--- src/pkg/utx_pkg.sv ---
// Constants, types and frame-building functions shared by the transmitter files.
package utx_pkg;

  // ---------------------------------------------------------------------------
  // Widths
  // ---------------------------------------------------------------------------
  localparam int DATA_W = 8;
  localparam int CTRL_W = 5;
  localparam int ADDR_W = 4;
  localparam int REG_W = 32;
  localparam int FRAME_W = 12;
  localparam int HALF_W = 5;
  localparam int SUB_W = 3;
  localparam int INT_W = 2;
  localparam int FLAG_W = 4;

  // ---------------------------------------------------------------------------
  // Register map (byte addresses) and reset values
  // ---------------------------------------------------------------------------
  localparam logic [ADDR_W-1:0] ADDR_CTRL = 4'h0;
  localparam logic [ADDR_W-1:0] ADDR_FLAGS = 4'h4;
  localparam logic [ADDR_W-1:0] ADDR_INT_STAT = 4'h8;
  localparam logic [ADDR_W-1:0] ADDR_INT_MASK = 4'hC;
  localparam logic [CTRL_W-1:0] CTRL_RESET = 5'h00;
  localparam logic [INT_W-1:0] INT_MASK_RESET = 2'h0;

  // ---------------------------------------------------------------------------
  // Field positions
  // ---------------------------------------------------------------------------
  localparam int CTRL_PAR_EVEN = 0;
  localparam int CTRL_LEN_LO = 1;
  localparam int CTRL_LEN_HI = 2;
  localparam int CTRL_STOP_SEL = 3;
  localparam int CTRL_PAR_INH = 4;
  localparam int FLG_HBE = 0;
  localparam int FLG_SHIFT_EMPTY = 1;
  localparam int FLG_BUSY = 2;
  localparam int FLG_REQ = 3;
  localparam int INT_HBE = 0;
  localparam int INT_DONE = 1;

  // ---------------------------------------------------------------------------
  // Timing: sixteen transmit-clock ticks per bit, counted in half bits
  // ---------------------------------------------------------------------------
  localparam int TICKS_PER_BIT = 16;
  localparam int HALVES_PER_BIT = 2;
  localparam int TICKS_PER_HALF = TICKS_PER_BIT / HALVES_PER_BIT;
  localparam logic [SUB_W-1:0] SUB_LAST = SUB_W'(TICKS_PER_HALF - 1);
  localparam int MIN_LEN = 5;
  localparam int STOP_HALVES_ONE = 2;
  localparam int STOP_HALVES_ONE_HALF = 3;
  localparam int STOP_HALVES_TWO = 4;

  typedef enum logic [1:0] {
    UTX_IDLE = 2'b01,
    UTX_SEND = 2'b10
  } utx_state_type;

  // ---------------------------------------------------------------------------
  // Frame decoding
  // ---------------------------------------------------------------------------
  function automatic int utx_len(input logic [CTRL_W-1:0] ctrl);
    return MIN_LEN + int'({ctrl[CTRL_LEN_HI], ctrl[CTRL_LEN_LO]});
  endfunction

  // Bit 0 goes out first: start, data LSB first, optional parity, then ones.
  function automatic logic [FRAME_W-1:0] utx_frame(input logic [DATA_W-1:0] d, input logic [CTRL_W-1:0] ctrl);
    logic [FRAME_W-1:0] f;
    logic [DATA_W-1:0] m;
    logic par;
    int n;
    n = utx_len(ctrl);
    for (int i = 0; i < DATA_W; i++) begin
      m[i] = (i < n) ? d[i] : 1'b0;
    end
    par = (^m) ^ ~ctrl[CTRL_PAR_EVEN];
    f = {FRAME_W{1'b1}};
    f[0] = 1'b0;
    for (int j = 1; j < FRAME_W; j++) begin
      if (j <= n) begin
        f[j] = m[j-1];
      end else if (j == n + 1 && !ctrl[CTRL_PAR_INH]) begin
        f[j] = par;
      end
    end
    return f;
  endfunction

  function automatic logic [HALF_W-1:0] utx_halves(input logic [CTRL_W-1:0] ctrl);
    int n;
    int stops;
    n = utx_len(ctrl);
    if (!ctrl[CTRL_STOP_SEL]) begin
      stops = STOP_HALVES_ONE;
    end else if (n == MIN_LEN) begin
      stops = STOP_HALVES_ONE_HALF;
    end else begin
      stops = STOP_HALVES_TWO;
    end
    return HALF_W'(HALVES_PER_BIT * (1 + n + (ctrl[CTRL_PAR_INH] ? 0 : 1)) + stops);
  endfunction

endpackage

--- src/design/utx_shifter.sv ---
// Transmit shift register that walks one frame out in half-bit steps.
module utx_shifter
  import utx_pkg::*;
(
  input wire logic clk, // System clock.
  input wire logic rst_n, // Synchronous reset, active low.
  input wire logic clear, // Master clear, aborts any frame.
  input wire logic tick, // One-cycle pulse per rising edge of the sixteen-times clock.
  input wire logic load, // Start a frame on this tick.
  input wire logic [utx_pkg::FRAME_W-1:0] frame_in, // Frame bits, first bit in bit 0.
  input wire logic [utx_pkg::HALF_W-1:0] halves_in, // Frame length in half bits.
  output logic busy, // Frame in progress.
  output logic ending, // Last tick position of the frame.
  output logic line // Serial level to drive.
);
  import utx_pkg::*;

  utx_state_type state_q, state_d;
  logic [FRAME_W-1:0] frame_q, frame_d;
  logic [HALF_W-1:0] halves_q, halves_d;
  logic [HALF_W-1:0] half_q, half_d;
  logic [SUB_W-1:0] sub_q, sub_d;

  assign busy = (state_q == UTX_SEND);
  assign ending = busy && (half_q == halves_q - HALF_W'(1)) && (sub_q == SUB_LAST);
  assign line = busy ? frame_q[half_q[HALF_W-1:1]] : 1'b1;

  always_comb begin
    state_d = state_q;
    frame_d = frame_q;
    halves_d = halves_q;
    half_d = half_q;
    sub_d = sub_q;
    case (state_q)
      UTX_IDLE: begin
        if (tick && load) begin
          state_d = UTX_SEND;
          frame_d = frame_in;
          halves_d = halves_in;
          half_d = '0;
          sub_d = '0;
        end
      end
      UTX_SEND: begin
        if (tick) begin
          if (ending && load) begin
            frame_d = frame_in;
            halves_d = halves_in;
            half_d = '0;
            sub_d = '0;
          end else if (ending) begin
            state_d = UTX_IDLE;
          end else if (sub_q == SUB_LAST) begin
            sub_d = '0;
            half_d = half_q + HALF_W'(1);
          end else begin
            sub_d = sub_q + SUB_W'(1);
          end
        end
      end
      default: begin
        state_d = UTX_IDLE;
      end
    endcase
    if (clear) begin
      state_d = UTX_IDLE;
    end
  end

  always_ff @(posedge clk) begin
    if (!rst_n) begin
      state_q <= UTX_IDLE;
      frame_q <= '1;
      halves_q <= '0;
      half_q <= '0;
      sub_q <= '0;
    end else begin
      state_q <= state_d;
      frame_q <= frame_d;
      halves_q <= halves_d;
      half_q <= half_d;
      sub_q <= sub_d;
    end
  end
endmodule

--- src/design/utx_top.sv ---
// Transmit half of a pin-programmed serial transceiver with its control word.
//
// What this block does
// - While the load strobe is low, copy the character inputs into the holding buffer.
// - A rising load strobe requests a move into the shift register.
// - A move waits for the running character; characters then go back to back.
// - Shifter-empty rises only after the last stop bit has gone out, or on master clear.
// - Start, data and stop bits go out in turn on one serial line.
// - Character inputs above the programmed length are ignored.
// - While control load is high, capture the five control-word inputs.
// - Parity inhibit drops the parity bit and holds the parity error output low.
// - Stop select gives 1.5 stops for five bits, 2 otherwise; else one.
// - Length select decodes to 5, 6, 7 or 8 data bits.
// - Parity sense high gives even parity, low gives odd parity.
// - Each bit lasts sixteen periods of the sixteen-times transmit clock.
// - Buffer-empty rises once the holding buffer hands its character on.
// - Master clear sets buffer-empty, shifter-empty and the serial line high.
// - Master clear sets shifter-empty at once; the first transmit clock rise after it keeps it set unless a character moves.
module utx_top
  import utx_pkg::*;
(
  input wire logic clk, // System clock, 125 MHz.
  input wire logic rst_n, // Synchronous reset, active low.
  input wire logic master_clear, // Master clear, active high.
  input wire logic tx_sixteenx_clock, // Transmit clock at sixteen times the bit rate.
  input wire logic [utx_pkg::DATA_W-1:0] tx_char_in, // Parallel character, bit 0 sent first.
  input wire logic holding_buffer_load_strobe_n, // Buffer load strobe, active low.
  input wire logic control_word_load, // Control word capture, active high.
  input wire logic parity_inhibit, // High drops the parity bit.
  input wire logic stop_count_select, // High selects 1.5 or 2 stop bits.
  input wire logic length_select_lo, // Length select, low bit.
  input wire logic length_select_hi, // Length select, high bit.
  input wire logic parity_sense_even, // High even parity, low odd.
  input wire logic [utx_pkg::ADDR_W-1:0] reg_addr, // Register byte address.
  input wire logic [utx_pkg::REG_W-1:0] reg_wdata, // Register write data.
  input wire logic reg_wr, // Register write strobe.
  input wire logic reg_rd, // Register read strobe.
  output logic [utx_pkg::REG_W-1:0] reg_rdata, // Read data, valid the cycle after reg_rd.
  output logic irq, // Interrupt, high while an unmasked status bit is set.
  output logic serial_tx_out, // Serial output line.
  output logic holding_buffer_empty_flag, // Holding buffer can take a character.
  output logic shifter_empty_flag, // Shifter has finished its last character.
  output logic parity_mismatch_flag // Parity error; no receiver here, so always low.
);
  import utx_pkg::*;

  // ---------------------------------------------------------------------------
  // State
  // ---------------------------------------------------------------------------
  logic [DATA_W-1:0] hold_q, hold_d;
  logic [CTRL_W-1:0] ctrl_q, ctrl_d;
  logic strobe_n_prev_q;
  logic tclk_prev_q;
  logic req_q, req_d;
  logic hbe_q, hbe_d;
  logic shift_empty_q, shift_empty_d;
  logic shift_arm_q, shift_arm_d;
  logic serial_q;
  logic perr_q;
  logic [INT_W-1:0] int_stat_q, int_stat_d;
  logic [INT_W-1:0] int_mask_q, int_mask_d;
  logic irq_q;
  logic [REG_W-1:0] rdata_q, rdata_d;

  logic tick;
  logic strobe_rise;
  logic move;
  logic sh_busy;
  logic sh_ending;
  logic sh_line;
  logic frame_done;
  logic [FRAME_W-1:0] frame;
  logic [HALF_W-1:0] halves;

  // The transmit clock arrives as a plain synchronous input; only its rising
  // edges advance the frame, so it may run at any rate up to clk/2.
  assign tick = tx_sixteenx_clock && !tclk_prev_q;
  assign strobe_rise = holding_buffer_load_strobe_n && !strobe_n_prev_q;
  assign move = req_q && tick && (!sh_busy || sh_ending) && !master_clear;
  assign frame_done = tick && sh_ending && !move;
  assign frame = utx_frame(hold_q, ctrl_q);
  assign halves = utx_halves(ctrl_q);

  utx_shifter u_shifter (
    .clk(clk),
    .rst_n(rst_n),
    .clear(master_clear),
    .tick(tick),
    .load(move),
    .frame_in(frame),
    .halves_in(halves),
    .busy(sh_busy),
    .ending(sh_ending),
    .line(sh_line)
  );

  // ---------------------------------------------------------------------------
  // Holding buffer, control word and transfer request
  // ---------------------------------------------------------------------------
  always_comb begin
    hold_d = hold_q;
    ctrl_d = ctrl_q;
    req_d = req_q;
    if (!holding_buffer_load_strobe_n) begin
      hold_d = tx_char_in;
    end
    if (control_word_load) begin
      ctrl_d[CTRL_PAR_INH] = parity_inhibit;
      ctrl_d[CTRL_STOP_SEL] = stop_count_select;
      ctrl_d[CTRL_LEN_HI] = length_select_hi;
      ctrl_d[CTRL_LEN_LO] = length_select_lo;
      ctrl_d[CTRL_PAR_EVEN] = parity_sense_even;
    end
    if (move) begin
      req_d = 1'b0;
    end
    if (strobe_rise) begin
      req_d = 1'b1;
    end
    if (master_clear) begin
      req_d = 1'b0;
    end
  end

  always_ff @(posedge clk) begin
    if (!rst_n) begin
      hold_q <= '0;
      ctrl_q <= CTRL_RESET;
      req_q <= 1'b0;
      strobe_n_prev_q <= 1'b1;
      tclk_prev_q <= 1'b1;
    end else begin
      hold_q <= hold_d;
      ctrl_q <= ctrl_d;
      req_q <= req_d;
      strobe_n_prev_q <= holding_buffer_load_strobe_n;
      tclk_prev_q <= tx_sixteenx_clock;
    end
  end

  // ---------------------------------------------------------------------------
  // Status flags and serial output
  // ---------------------------------------------------------------------------
  always_comb begin
    hbe_d = hbe_q;
    shift_empty_d = shift_empty_q;
    shift_arm_d = shift_arm_q;
    if (move) begin
      hbe_d = 1'b1;
      shift_empty_d = 1'b0;
    end
    if (!holding_buffer_load_strobe_n) begin
      hbe_d = 1'b0;
    end
    if (frame_done) begin
      shift_empty_d = 1'b1;
    end
    // A character entering on that same tick drives the flag back low, as the shifter is busy again.
    if (shift_arm_q && tick) begin
      shift_empty_d = !move;
      shift_arm_d = 1'b0;
    end
    if (master_clear) begin
      hbe_d = 1'b1;
      shift_empty_d = 1'b1;
      shift_arm_d = 1'b1;
    end
  end

  always_ff @(posedge clk) begin
    if (!rst_n) begin
      hbe_q <= 1'b1;
      shift_empty_q <= 1'b1;
      shift_arm_q <= 1'b0;
      serial_q <= 1'b1;
      perr_q <= 1'b0;
    end else begin
      hbe_q <= hbe_d;
      shift_empty_q <= shift_empty_d;
      shift_arm_q <= shift_arm_d;
      serial_q <= master_clear ? 1'b1 : sh_line;
      perr_q <= 1'b0;
    end
  end

  // ---------------------------------------------------------------------------
  // Register port and interrupt
  // ---------------------------------------------------------------------------
  // Writing a one clears a status bit, but a new event in the same cycle wins,
  // so software never loses an edge it is acknowledging.
  always_comb begin
    int_stat_d = int_stat_q;
    int_mask_d = int_mask_q;
    rdata_d = '0;
    if (reg_wr && reg_addr == ADDR_INT_STAT) begin
      int_stat_d = int_stat_q & ~reg_wdata[INT_W-1:0];
    end
    if (reg_wr && reg_addr == ADDR_INT_MASK) begin
      int_mask_d = reg_wdata[INT_W-1:0];
    end
    if (move) begin
      int_stat_d[INT_HBE] = 1'b1;
    end
    if (frame_done) begin
      int_stat_d[INT_DONE] = 1'b1;
    end
    if (reg_rd) begin
      case (reg_addr)
        ADDR_CTRL: rdata_d[CTRL_W-1:0] = ctrl_q;
        ADDR_FLAGS: rdata_d[FLAG_W-1:0] = {req_q, sh_busy, shift_empty_q, hbe_q};
        ADDR_INT_STAT: rdata_d[INT_W-1:0] = int_stat_q;
        ADDR_INT_MASK: rdata_d[INT_W-1:0] = int_mask_q;
        default: rdata_d = '0;
      endcase
    end
  end

  always_ff @(posedge clk) begin
    if (!rst_n) begin
      int_stat_q <= '0;
      int_mask_q <= INT_MASK_RESET;
      irq_q <= 1'b0;
      rdata_q <= '0;
    end else begin
      int_stat_q <= int_stat_d;
      int_mask_q <= int_mask_d;
      irq_q <= |(int_stat_d & int_mask_d);
      rdata_q <= rdata_d;
    end
  end

  assign reg_rdata = rdata_q;
  assign irq = irq_q;
  assign serial_tx_out = serial_q;
  assign holding_buffer_empty_flag = hbe_q;
  assign shifter_empty_flag = shift_empty_q;
  assign parity_mismatch_flag = perr_q;
endmodule

--- config.mk ---
export PLATFORM = sky130hd
export DESIGN_NAME = utx_top
export DESIGN_NICKNAME = d
export VERILOG_FILES = /design/src/pkg/utx_pkg.sv /design/src/design/utx_shifter.sv /design/src/design/utx_top.sv
export SDC_FILE = /design/constraint.sdc
export NUM_CORES = 1
export LEC_CHECK = 0
export BUFFER_PORTS_ARGS = -buffer_cell sky130_fd_sc_hd__buf_4
export CAP_MARGIN = 20
export CORE_UTILIZATION = 56
export DETAILED_ROUTE_END_ITERATION = 6
export PLACE_DENSITY_LB_ADDON = 0.12
export SLEW_MARGIN = 20
export SYNTH_ARGS = -nofsm -noshare
export SYNTH_HDL_FRONTEND = slang
export SYNTH_SLANG_ARGS = --single-unit
--- constraint.sdc ---
create_clock -name clk -period 5.79 [get_ports clk]
set_input_delay 0.579 -clock clk [delete_from_list [all_inputs] [get_ports clk]]
set_output_delay 0.579 -clock clk [all_outputs]
set_load 0.02 [all_outputs]
## Word level (Yosys, flattened, before mapping)

Index checks and enable logic that the tools add are counted.

| storage, ports and cells | value |
|---|---|
| latch bits | 0 |
| bits in read-only memories | 0 |
| flip-flop bits (word level) | 84 |
| bits in writable memories | 0 |
| word-level logic and storage cells | 202 |
| memories kept | 0 |
| output and inout bits | 37 |

| cells by class | value |
|---|---|
| shifts and indexed selects | 0 |
| reduce and logical (&&, ||, !) cells | 47 |
| multiply operators | 0 |
| equality and inequality tests | 27 |
| $lt $le $gt $ge | 20 |
| bitwise gates (word level) | 7 |
| add/sub/neg operators | 7 |
| div/mod/pow operators | 0 |
| muxes and demuxes | 74 |

Operators by type and width:

| kind | number |
|---|---|
| <= comparator 4 x 32 -> 1 bit (first input constant) | 4 |
| <= comparator 5 x 32 -> 1 bit (first input constant) | 4 |
| less-than comparator 4 x 32 -> 1 bit (first input constant) | 4 |
| <= comparator 3 x 32 -> 1 bit (first input constant) | 2 |
| less-than comparator 3 x 32 -> 1 bit (first input constant) | 2 |
| 2-to-1 mux 1 bit | 42 |
| 2-to-1 mux 5 bit | 8 |
| 2-to-1 mux 12 bit | 3 |
| <= comparator 2 x 32 -> 1 bit (first input constant) | 1 |
| less-than comparator 1 x 32 -> 1 bit (first input constant) | 1 |
| less-than comparator 2 x 32 -> 1 bit (first input constant) | 1 |
| logical AND 1 bit | 25 |
| one-hot mux 12 bit (2 select lines) | 1 |
| 2-to-1 mux 3 bit | 7 |
| equality test 3 x 5 -> 1 bit (first input constant) | 4 |
| equality test 4 x 5 -> 1 bit (first input constant) | 4 |
| one-hot mux 5 bit (2 select lines) | 2 |
| 2-to-1 mux 2 bit | 6 |
| AND reduction 4 bit | 3 |
| equality test 2 x 5 -> 1 bit (first input constant) | 2 |
| equality test 4 x 3 -> 1 bit (second input constant) | 2 |
| equality test 4 bit (second input constant) | 2 |
| inequality test 2 x 1 -> 1 bit (second input constant) | 4 |
| one-hot mux 2 bit (2 select lines) | 2 |
| 34 further kinds | 46 |

## Depth between registers and ports, before layout

| depth | value |
|---|---|
| depth after elaboration | 12 |
| mapped depth | 10 |
| mapped depth without buffers | 10 |

## Hierarchy

From an unflattened synthesis, not the netlist that was laid out.

| second synthesis, totals | value |
|---|---|
| cells, all modules | 368 |
| area total of the unflattened synthesis | 3,350.7 µm² |

Modules (own cells, without submodules):

| module | times used | cells each | area each (µm²) |
|---|---|---|---|
| utx_top | 1 | 206 | 1,864.3 |
| utx_shifter | 1 | 162 | 1,486.4 |

## Least setup slack after synthesis

Ideal clock, no wire load.

| timing path | value |
|---|---|
| path kind | register to register |
| start point | register ctrl_q[1] |
| end point | register u_shifter.halves_q[4] |
| stages on the path, launching flop included | 11 |
| library setup time | 0.118 ns |
| setup slack | 3.411 ns |
| period minus slack after synthesis | 2.379 ns |
| data arrival time | 2.261 ns |
| path through | dfxtp_1 -> inv_1 -> ha_1 -> xnor2_1 -> ha_1 -> ha_1 -> a21oi_1 -> nor2_1 -> xnor2_1 -> o221ai_2 -> a21oi_2 |

| on the way | value |
|---|---|
| longest elaborated chain between the ends | 8 |

Ends and longest elaborated chain:

| element | RTL line | RTL |
|---|---|---|
| start: declaration | utx_top.sv:51 | `logic [CTRL_W-1:0] ctrl_q, ctrl_d;` |
| start signal: assignment | utx_top.sv:134 | `ctrl_q <= ctrl_d;` |
| adder 3 x 2 -> 4 bit * | utx_pkg.sv:63 | `return MIN_LEN + int'({ctrl[CTRL_LEN_HI], ctrl[CTRL_LEN_LO]});` |
| parallel branches: the longest is 3 deep, another holds adder 1 x 4 -> 5 bit | -- |  |
| adder 5 bit * | utx_pkg.sv:100 | `return HALF_W'(HALVES_PER_BIT * (1 + n + (ctrl[CTRL_PAR_INH] ? 0 : 1)) + stops);` |
| 2-to-1 mux 5 bit | utx_shifter.sv:46 | `if (ending && load) begin` |
| 2-to-1 mux 5 bit | utx_shifter.sv:45 | `if (tick) begin` |
| one-hot mux 5 bit (2 select lines) * | utx_shifter.sv:34 | `case (state_q)` |
| end signal: assignment | utx_shifter.sv:80 | `halves_q <= halves_d;` |
| end: declaration | utx_shifter.sv:20 | `logic [HALF_W-1:0] halves_q, halves_d;` |

Every way passes the cells marked *. The select of a mux whose other input is x is not followed.
A chain may end at the register's enable or synchronous reset.

## Worst setup path in the final report

| timing path | value |
|---|---|
| start point | register u_shifter.state_q[0] |
| end point | register u_shifter.halves_q[4] |

| on the way | value |
|---|---|
| longest elaborated chain between the ends | 9 |

Ends and longest elaborated chain:

| element | RTL line | RTL |
|---|---|---|
| start: declaration | utx_shifter.sv:18 | `utx_state_type state_q, state_d;` |
| start signal: assignment | utx_shifter.sv:78 | `state_q <= state_d;` |
| equality test 2 bit | utx_shifter.sv:24, utx_shifter.sv:34 |  |
| logical AND 1 bit (2 in a row) | utx_shifter.sv:25 | `assign ending = busy && (half_q == halves_q - HALF_W'(1)) && (sub_q == SUB_LAST);` |
| logical OR 1 bit | utx_top.sv:79 | `assign move = req_q && tick && (!sh_busy \|\| sh_ending) && !master_clear;` |
| logical AND 1 bit (2 in a row) | utx_top.sv:79 |  |
| logical AND 1 bit (on tied branches) | utx_shifter.sv:46, utx_shifter.sv:36 |  |
| inequality test 2 x 1 -> 1 bit (no line) | -- |  |
| AND reduction 4 bit (no line) | -- |  |

Several ways; a longest one is shown, not always the timed one.

==> flow_results.xml <==
<?xml version="1.0" encoding="UTF-8"?>
<metrics>
  <group name="yosys">
    <metric name="yosysTopAreaCell" unit="">dfxtp_1</metric>
    <metric name="syn-instance-count" unit="">355</metric>
    <metric name="post_synth_and_or_nand_nor_area_fraction" unit="%">17.6</metric>
    <metric name="synth_xor_area_share" unit="%">4.45</metric>
    <metric name="yosys-top-cells-area" unit="">dfxtp_1 (34%), ha_1 (6.8%), buf_4 (6.3%)</metric>
    <metric name="synth_adder_area_share" unit="%">7.39</metric>
    <metric name="synth_top_cell_area_share" unit="%">34.4</metric>
    <metric name="synthFlopType" unit="">dfxtp_1</metric>
    <metric name="synth_compound_gate_area_share" unit="%">14.5</metric>
    <metric name="syn-mean-instance-area" unit="µm²">9.35</metric>
    <metric name="postSynthRegisterBits" unit="">57</metric>
    <metric name="async_s_r_ff_share_synth" unit="%">0</metric>
    <metric name="synth_top_family_by_area" unit="">simple AND/OR/NAND/NOR gates</metric>
    <metric name="netlist_area" unit="µm²">3320</metric>
    <metric name="seq_total_area_yosys" unit="%">34.4</metric>
    <metric name="netlist-cell-type-count" unit="">59</metric>
    <metric name="yosys-mux-area-fraction" unit="%">10.4</metric>
    <metric name="synth-warning-count" unit="">0</metric>
    <metric name="synth-edff-count" unit="">0</metric>
  </group>
  <group name="sta">
    <metric name="relSlewSlack" unit="%">45.2</metric>
    <metric name="layout_setup_ws" unit="ps">3020</metric>
    <metric name="timing_hold_violations_final" unit="">0</metric>
    <metric name="finalMaxSlewViolations" unit="">0</metric>
    <metric name="totalNegativeSetupSlack" unit="ps">0</metric>
    <metric name="max_slew.worst_pin.slew" unit="ps">819</metric>
    <metric name="finalClockSkew" unit="ps">7.55</metric>
    <metric name="fmax" unit="MHz">361</metric>
    <metric name="minimum_clock_period_after_layout" unit="ps">2770</metric>
    <metric name="grt_setup_unrepaired" unit="">false</metric>
    <metric name="setup_violations" unit="">0</metric>
    <metric name="final.period_utilization" unit="%">47.9</metric>
  </group>
  <group name="cells_and_area">
    <metric name="diodes" unit="">0</metric>
    <metric name="area_growth_syn_to_layout" unit="%">9.84</metric>
    <metric name="final_core_util" unit="%">65.0</metric>
    <metric name="finish.cell_count_without_fillers" unit="">461</metric>
    <metric name="drive_gt1_share" unit="%">17.5</metric>
    <metric name="design.final.nets" unit="">460</metric>
  </group>
  <group name="floorplanning">
    <metric name="rows" unit="">27</metric>
    <metric name="floorplan.initialDensity" unit="%">59.2</metric>
    <metric name="floorplan.die.height" unit="µm">79.0</metric>
    <metric name="fp.coreArea" unit="µm²">5610</metric>
    <metric name="floorplan.die.width" unit="µm">79.0</metric>
    <metric name="design.die.area" unit="µm²">6240</metric>
    <metric name="design.portCount" unit="">94</metric>
  </group>
  <group name="run">
    <metric name="max-cap-violations" unit="">0</metric>
  </group>
  <group name="clock_network">
    <metric name="worst_setup_hold_path_clk_slew" unit="ps">70</metric>
    <metric name="cts_htree_levels" unit="">3</metric>
    <metric name="clk_latency" unit="ps">330</metric>
    <metric name="clk_root_buffer_cell" unit="">clkbuf_8</metric>
    <metric name="cts_hold_repair.buffers" unit="">0</metric>
    <metric name="post_cts_resize_count" unit="">0</metric>
    <metric name="cts-buffers-inserted" unit="">9</metric>
    <metric name="clock-sinks" unit="">57</metric>
    <metric name="cts-root-to-sink-buffers" unit="">2</metric>
    <metric name="cts_tree" unit="">done</metric>
    <metric name="post-cts-setup-buffer-count" unit="">0</metric>
  </group>
  <group name="global_route">
    <metric name="antenna_violations_before_repair" unit="">0</metric>
    <metric name="grt_start_max_net_pins" unit="">29</metric>
    <metric name="grt_overflow_total" unit="">0</metric>
    <metric name="grtUsageTotal" unit="%">21.3</metric>
    <metric name="grt_pass1_wl" unit="µm">10300</metric>
    <metric name="grt_pass1_vias" unit="">2309</metric>
  </group>
  <group name="worst_setup_path">
    <metric name="timing.critical_path.arrival" unit="ps">3020</metric>
    <metric name="critical_path.n_buffers_inverters" unit="">1</metric>
    <metric name="crit_family" unit="">compound AO/OA/AOI/OAI gates</metric>
    <metric name="start_kind" unit="">flop</metric>
    <metric name="worst-endpoint-required" unit="ps">6030</metric>
    <metric name="cp_max_fo" unit="">14</metric>
    <metric name="critical_path_slowest_stage_cell" unit="">o41ai_4</metric>
    <metric name="timing.setup.critical_path_class" unit="">reg -&gt; reg</metric>
    <metric name="crit_path_max_incr_delay" unit="ps">830</metric>
    <metric name="critical_path.cell_chain" unit="">inv_1 -&gt; ha_1 -&gt; nand4_1 -&gt; or2_0 -&gt; o41ai_4 -&gt; o221ai_2 -&gt; a21oi_2</metric>
    <metric name="worst_setup_path_end_kind" unit="">flop</metric>
  </group>
  <group name="hold_path">
    <metric name="timing.hold.worst.class" unit="">reg -&gt; reg</metric>
  </group>
  <group name="detailed_routing">
    <metric name="antenna_violating_nets_post_route" unit="">0</metric>
    <metric name="wl_per_cell" unit="µm">13.5</metric>
    <metric name="drt-initial-drc-count" unit="">79</metric>
    <metric name="route.final.wire_length" unit="µm">6220</metric>
    <metric name="route.detailed.drc" unit="">0</metric>
    <metric name="detailroute.via_count" unit="">2479</metric>
    <metric name="drt-vias-per-instance" unit="">5.38</metric>
    <metric name="drt_first_pass_iters" unit="">4</metric>
  </group>
  <group name="power">
    <metric name="worst_vdd_drop" unit="mV">0.159</metric>
    <metric name="static_leakage" unit="nW">1.60</metric>
    <metric name="ratio_of_total_power_to_cell_area" unit="nW/µm²">243</metric>
  </group>
  <group name="outcome">
    <metric name="status" unit="">completed</metric>
  </group>
  <group name="placed_design">
    <metric name="placedCellCount" unit="">445</metric>
    <metric name="post-dp-hpwl" unit="µm">4610</metric>
    <metric name="routabilityCongestion" unit="">0.826</metric>
    <metric name="portBuffers" unit="">35</metric>
    <metric name="preCtsSetupSlack" unit="ps">3040</metric>
  </group>
</metrics>
[metal layers]
layer	vias to the layer above	global-route usage (%)	wire [µm]
met5	-	0	0
met4	0	9.27	78
met3	8	3.10	220
met2	49	35.9	3070
met1	1175	27.1	2850
li1	1247	-	-
[worst reg2reg max path: stages (launching register included)]
cell	delay [ps]
dfxtp_1	320
inv_1	70
ha_1	490
nand4_1	180
or2_0	400
o41ai_4	830
o221ai_2	230
a21oi_2	170
[metrics by stage]
step | hold WS [ps] | cell area, µm² | power, mW
floorplan | 419 | 3420 | 0.515
global placement | 429 | 3460 | 0.527
finish | 451 | 3650 | 0.885
detailed placement | 439 | 3460 | 0.529
CTS | 450 | 3650 | 0.890
global route | 471 | 3650 | 0.920
[final cells by class]
class                   count  area (µm²)
clock buffers              13         149
fillers                   510        1960
clock inverters             3        40.0
repair buffers             35         263
inverters                  14        52.6
multi-input cells         267        1910
well taps                  72        90.1
flip-flops and latches     57        1140
[kinds of logic (layout without fill, tap and decap cells)]
family / count (synthesis) / count (layout)
buf+inv: 58 / 65
xor+xnor: 16 / 16
fa+ha+maj: 19 / 19
mux: 28 / 28
flops: 57 / 57
simple gates: 116 / 116
compound gates: 60 / 60
other cells: 1 / 28
[layout by cell type, fill, tap and decap left out, types with 5 or more instances in the layout]
| master | n |
|---|---|
| ha_1 | 18 |
| buf_4 | 35 |
| a21oi_1 | 9 |
| o21ai_0 | 12 |
| nor2_1 | 44 |
| nor2b_1 | 9 |
| nand2b_1 | 7 |
| mux4_2 | 5 |
| dfxtp_1 | 57 |
| clkbuf_8 | 10 |
| conb_1 | 28 |
| nand3_1 | 6 |
| nor3_1 | 7 |
| mux2i_1 | 21 |
| xnor2_1 | 12 |
| inv_1 | 13 |
| nand2_1 | 20 |
[synthesized netlist by cell type (all sizes together), types with 5 or more instances]
cell / instances
nor2b: 9
dfxtp: 57
xnor2: 13
o21ai: 16
clkbuf: 7
mux4: 5
mux2i: 21
nand2: 20
a21oi: 10
nor2: 44
buf: 37
nor3: 8
nand2b: 7
nand3: 6
inv: 13
ha: 18
[power breakdown]
part	internal, mW	switching [mW]	leakage (nW)
clock network	0.210	0.154	0.0974
registers	0.400	0.00839	0.464
logic	0.0465	0.0664	1.04
[sequential cells by signal (all words and copies together), names as in the netlist, 2 cells and up]
signal	count
u_shifter.frame_q	12
hold_q	8
reg_rdata	5
u_shifter.sub_q	3
u_shifter.halves_q	5
u_shifter.state_q	2
ctrl_q	5
int_stat_q	2
u_shifter.half_q	5
int_mask_q	2
[path summary, 6_finish.rpt]
path | depth (start not counted) | end | slack [ps] | startpoint
worst min register to register | 2 | u_shifter.frame_q[0] | 450 | u_shifter.frame_q[0]
worst max register to register | 7 | u_shifter.halves_q[4] | 3020 | u_shifter.state_q[0]
worst min-delay path | 2 | u_shifter.frame_q[0] | 450 | u_shifter.frame_q[0]
worst max-delay path | 7 | u_shifter.halves_q[4] | 3020 | u_shifter.state_q[0]
No activity file was read; power rests on OpenSTA's default activity.
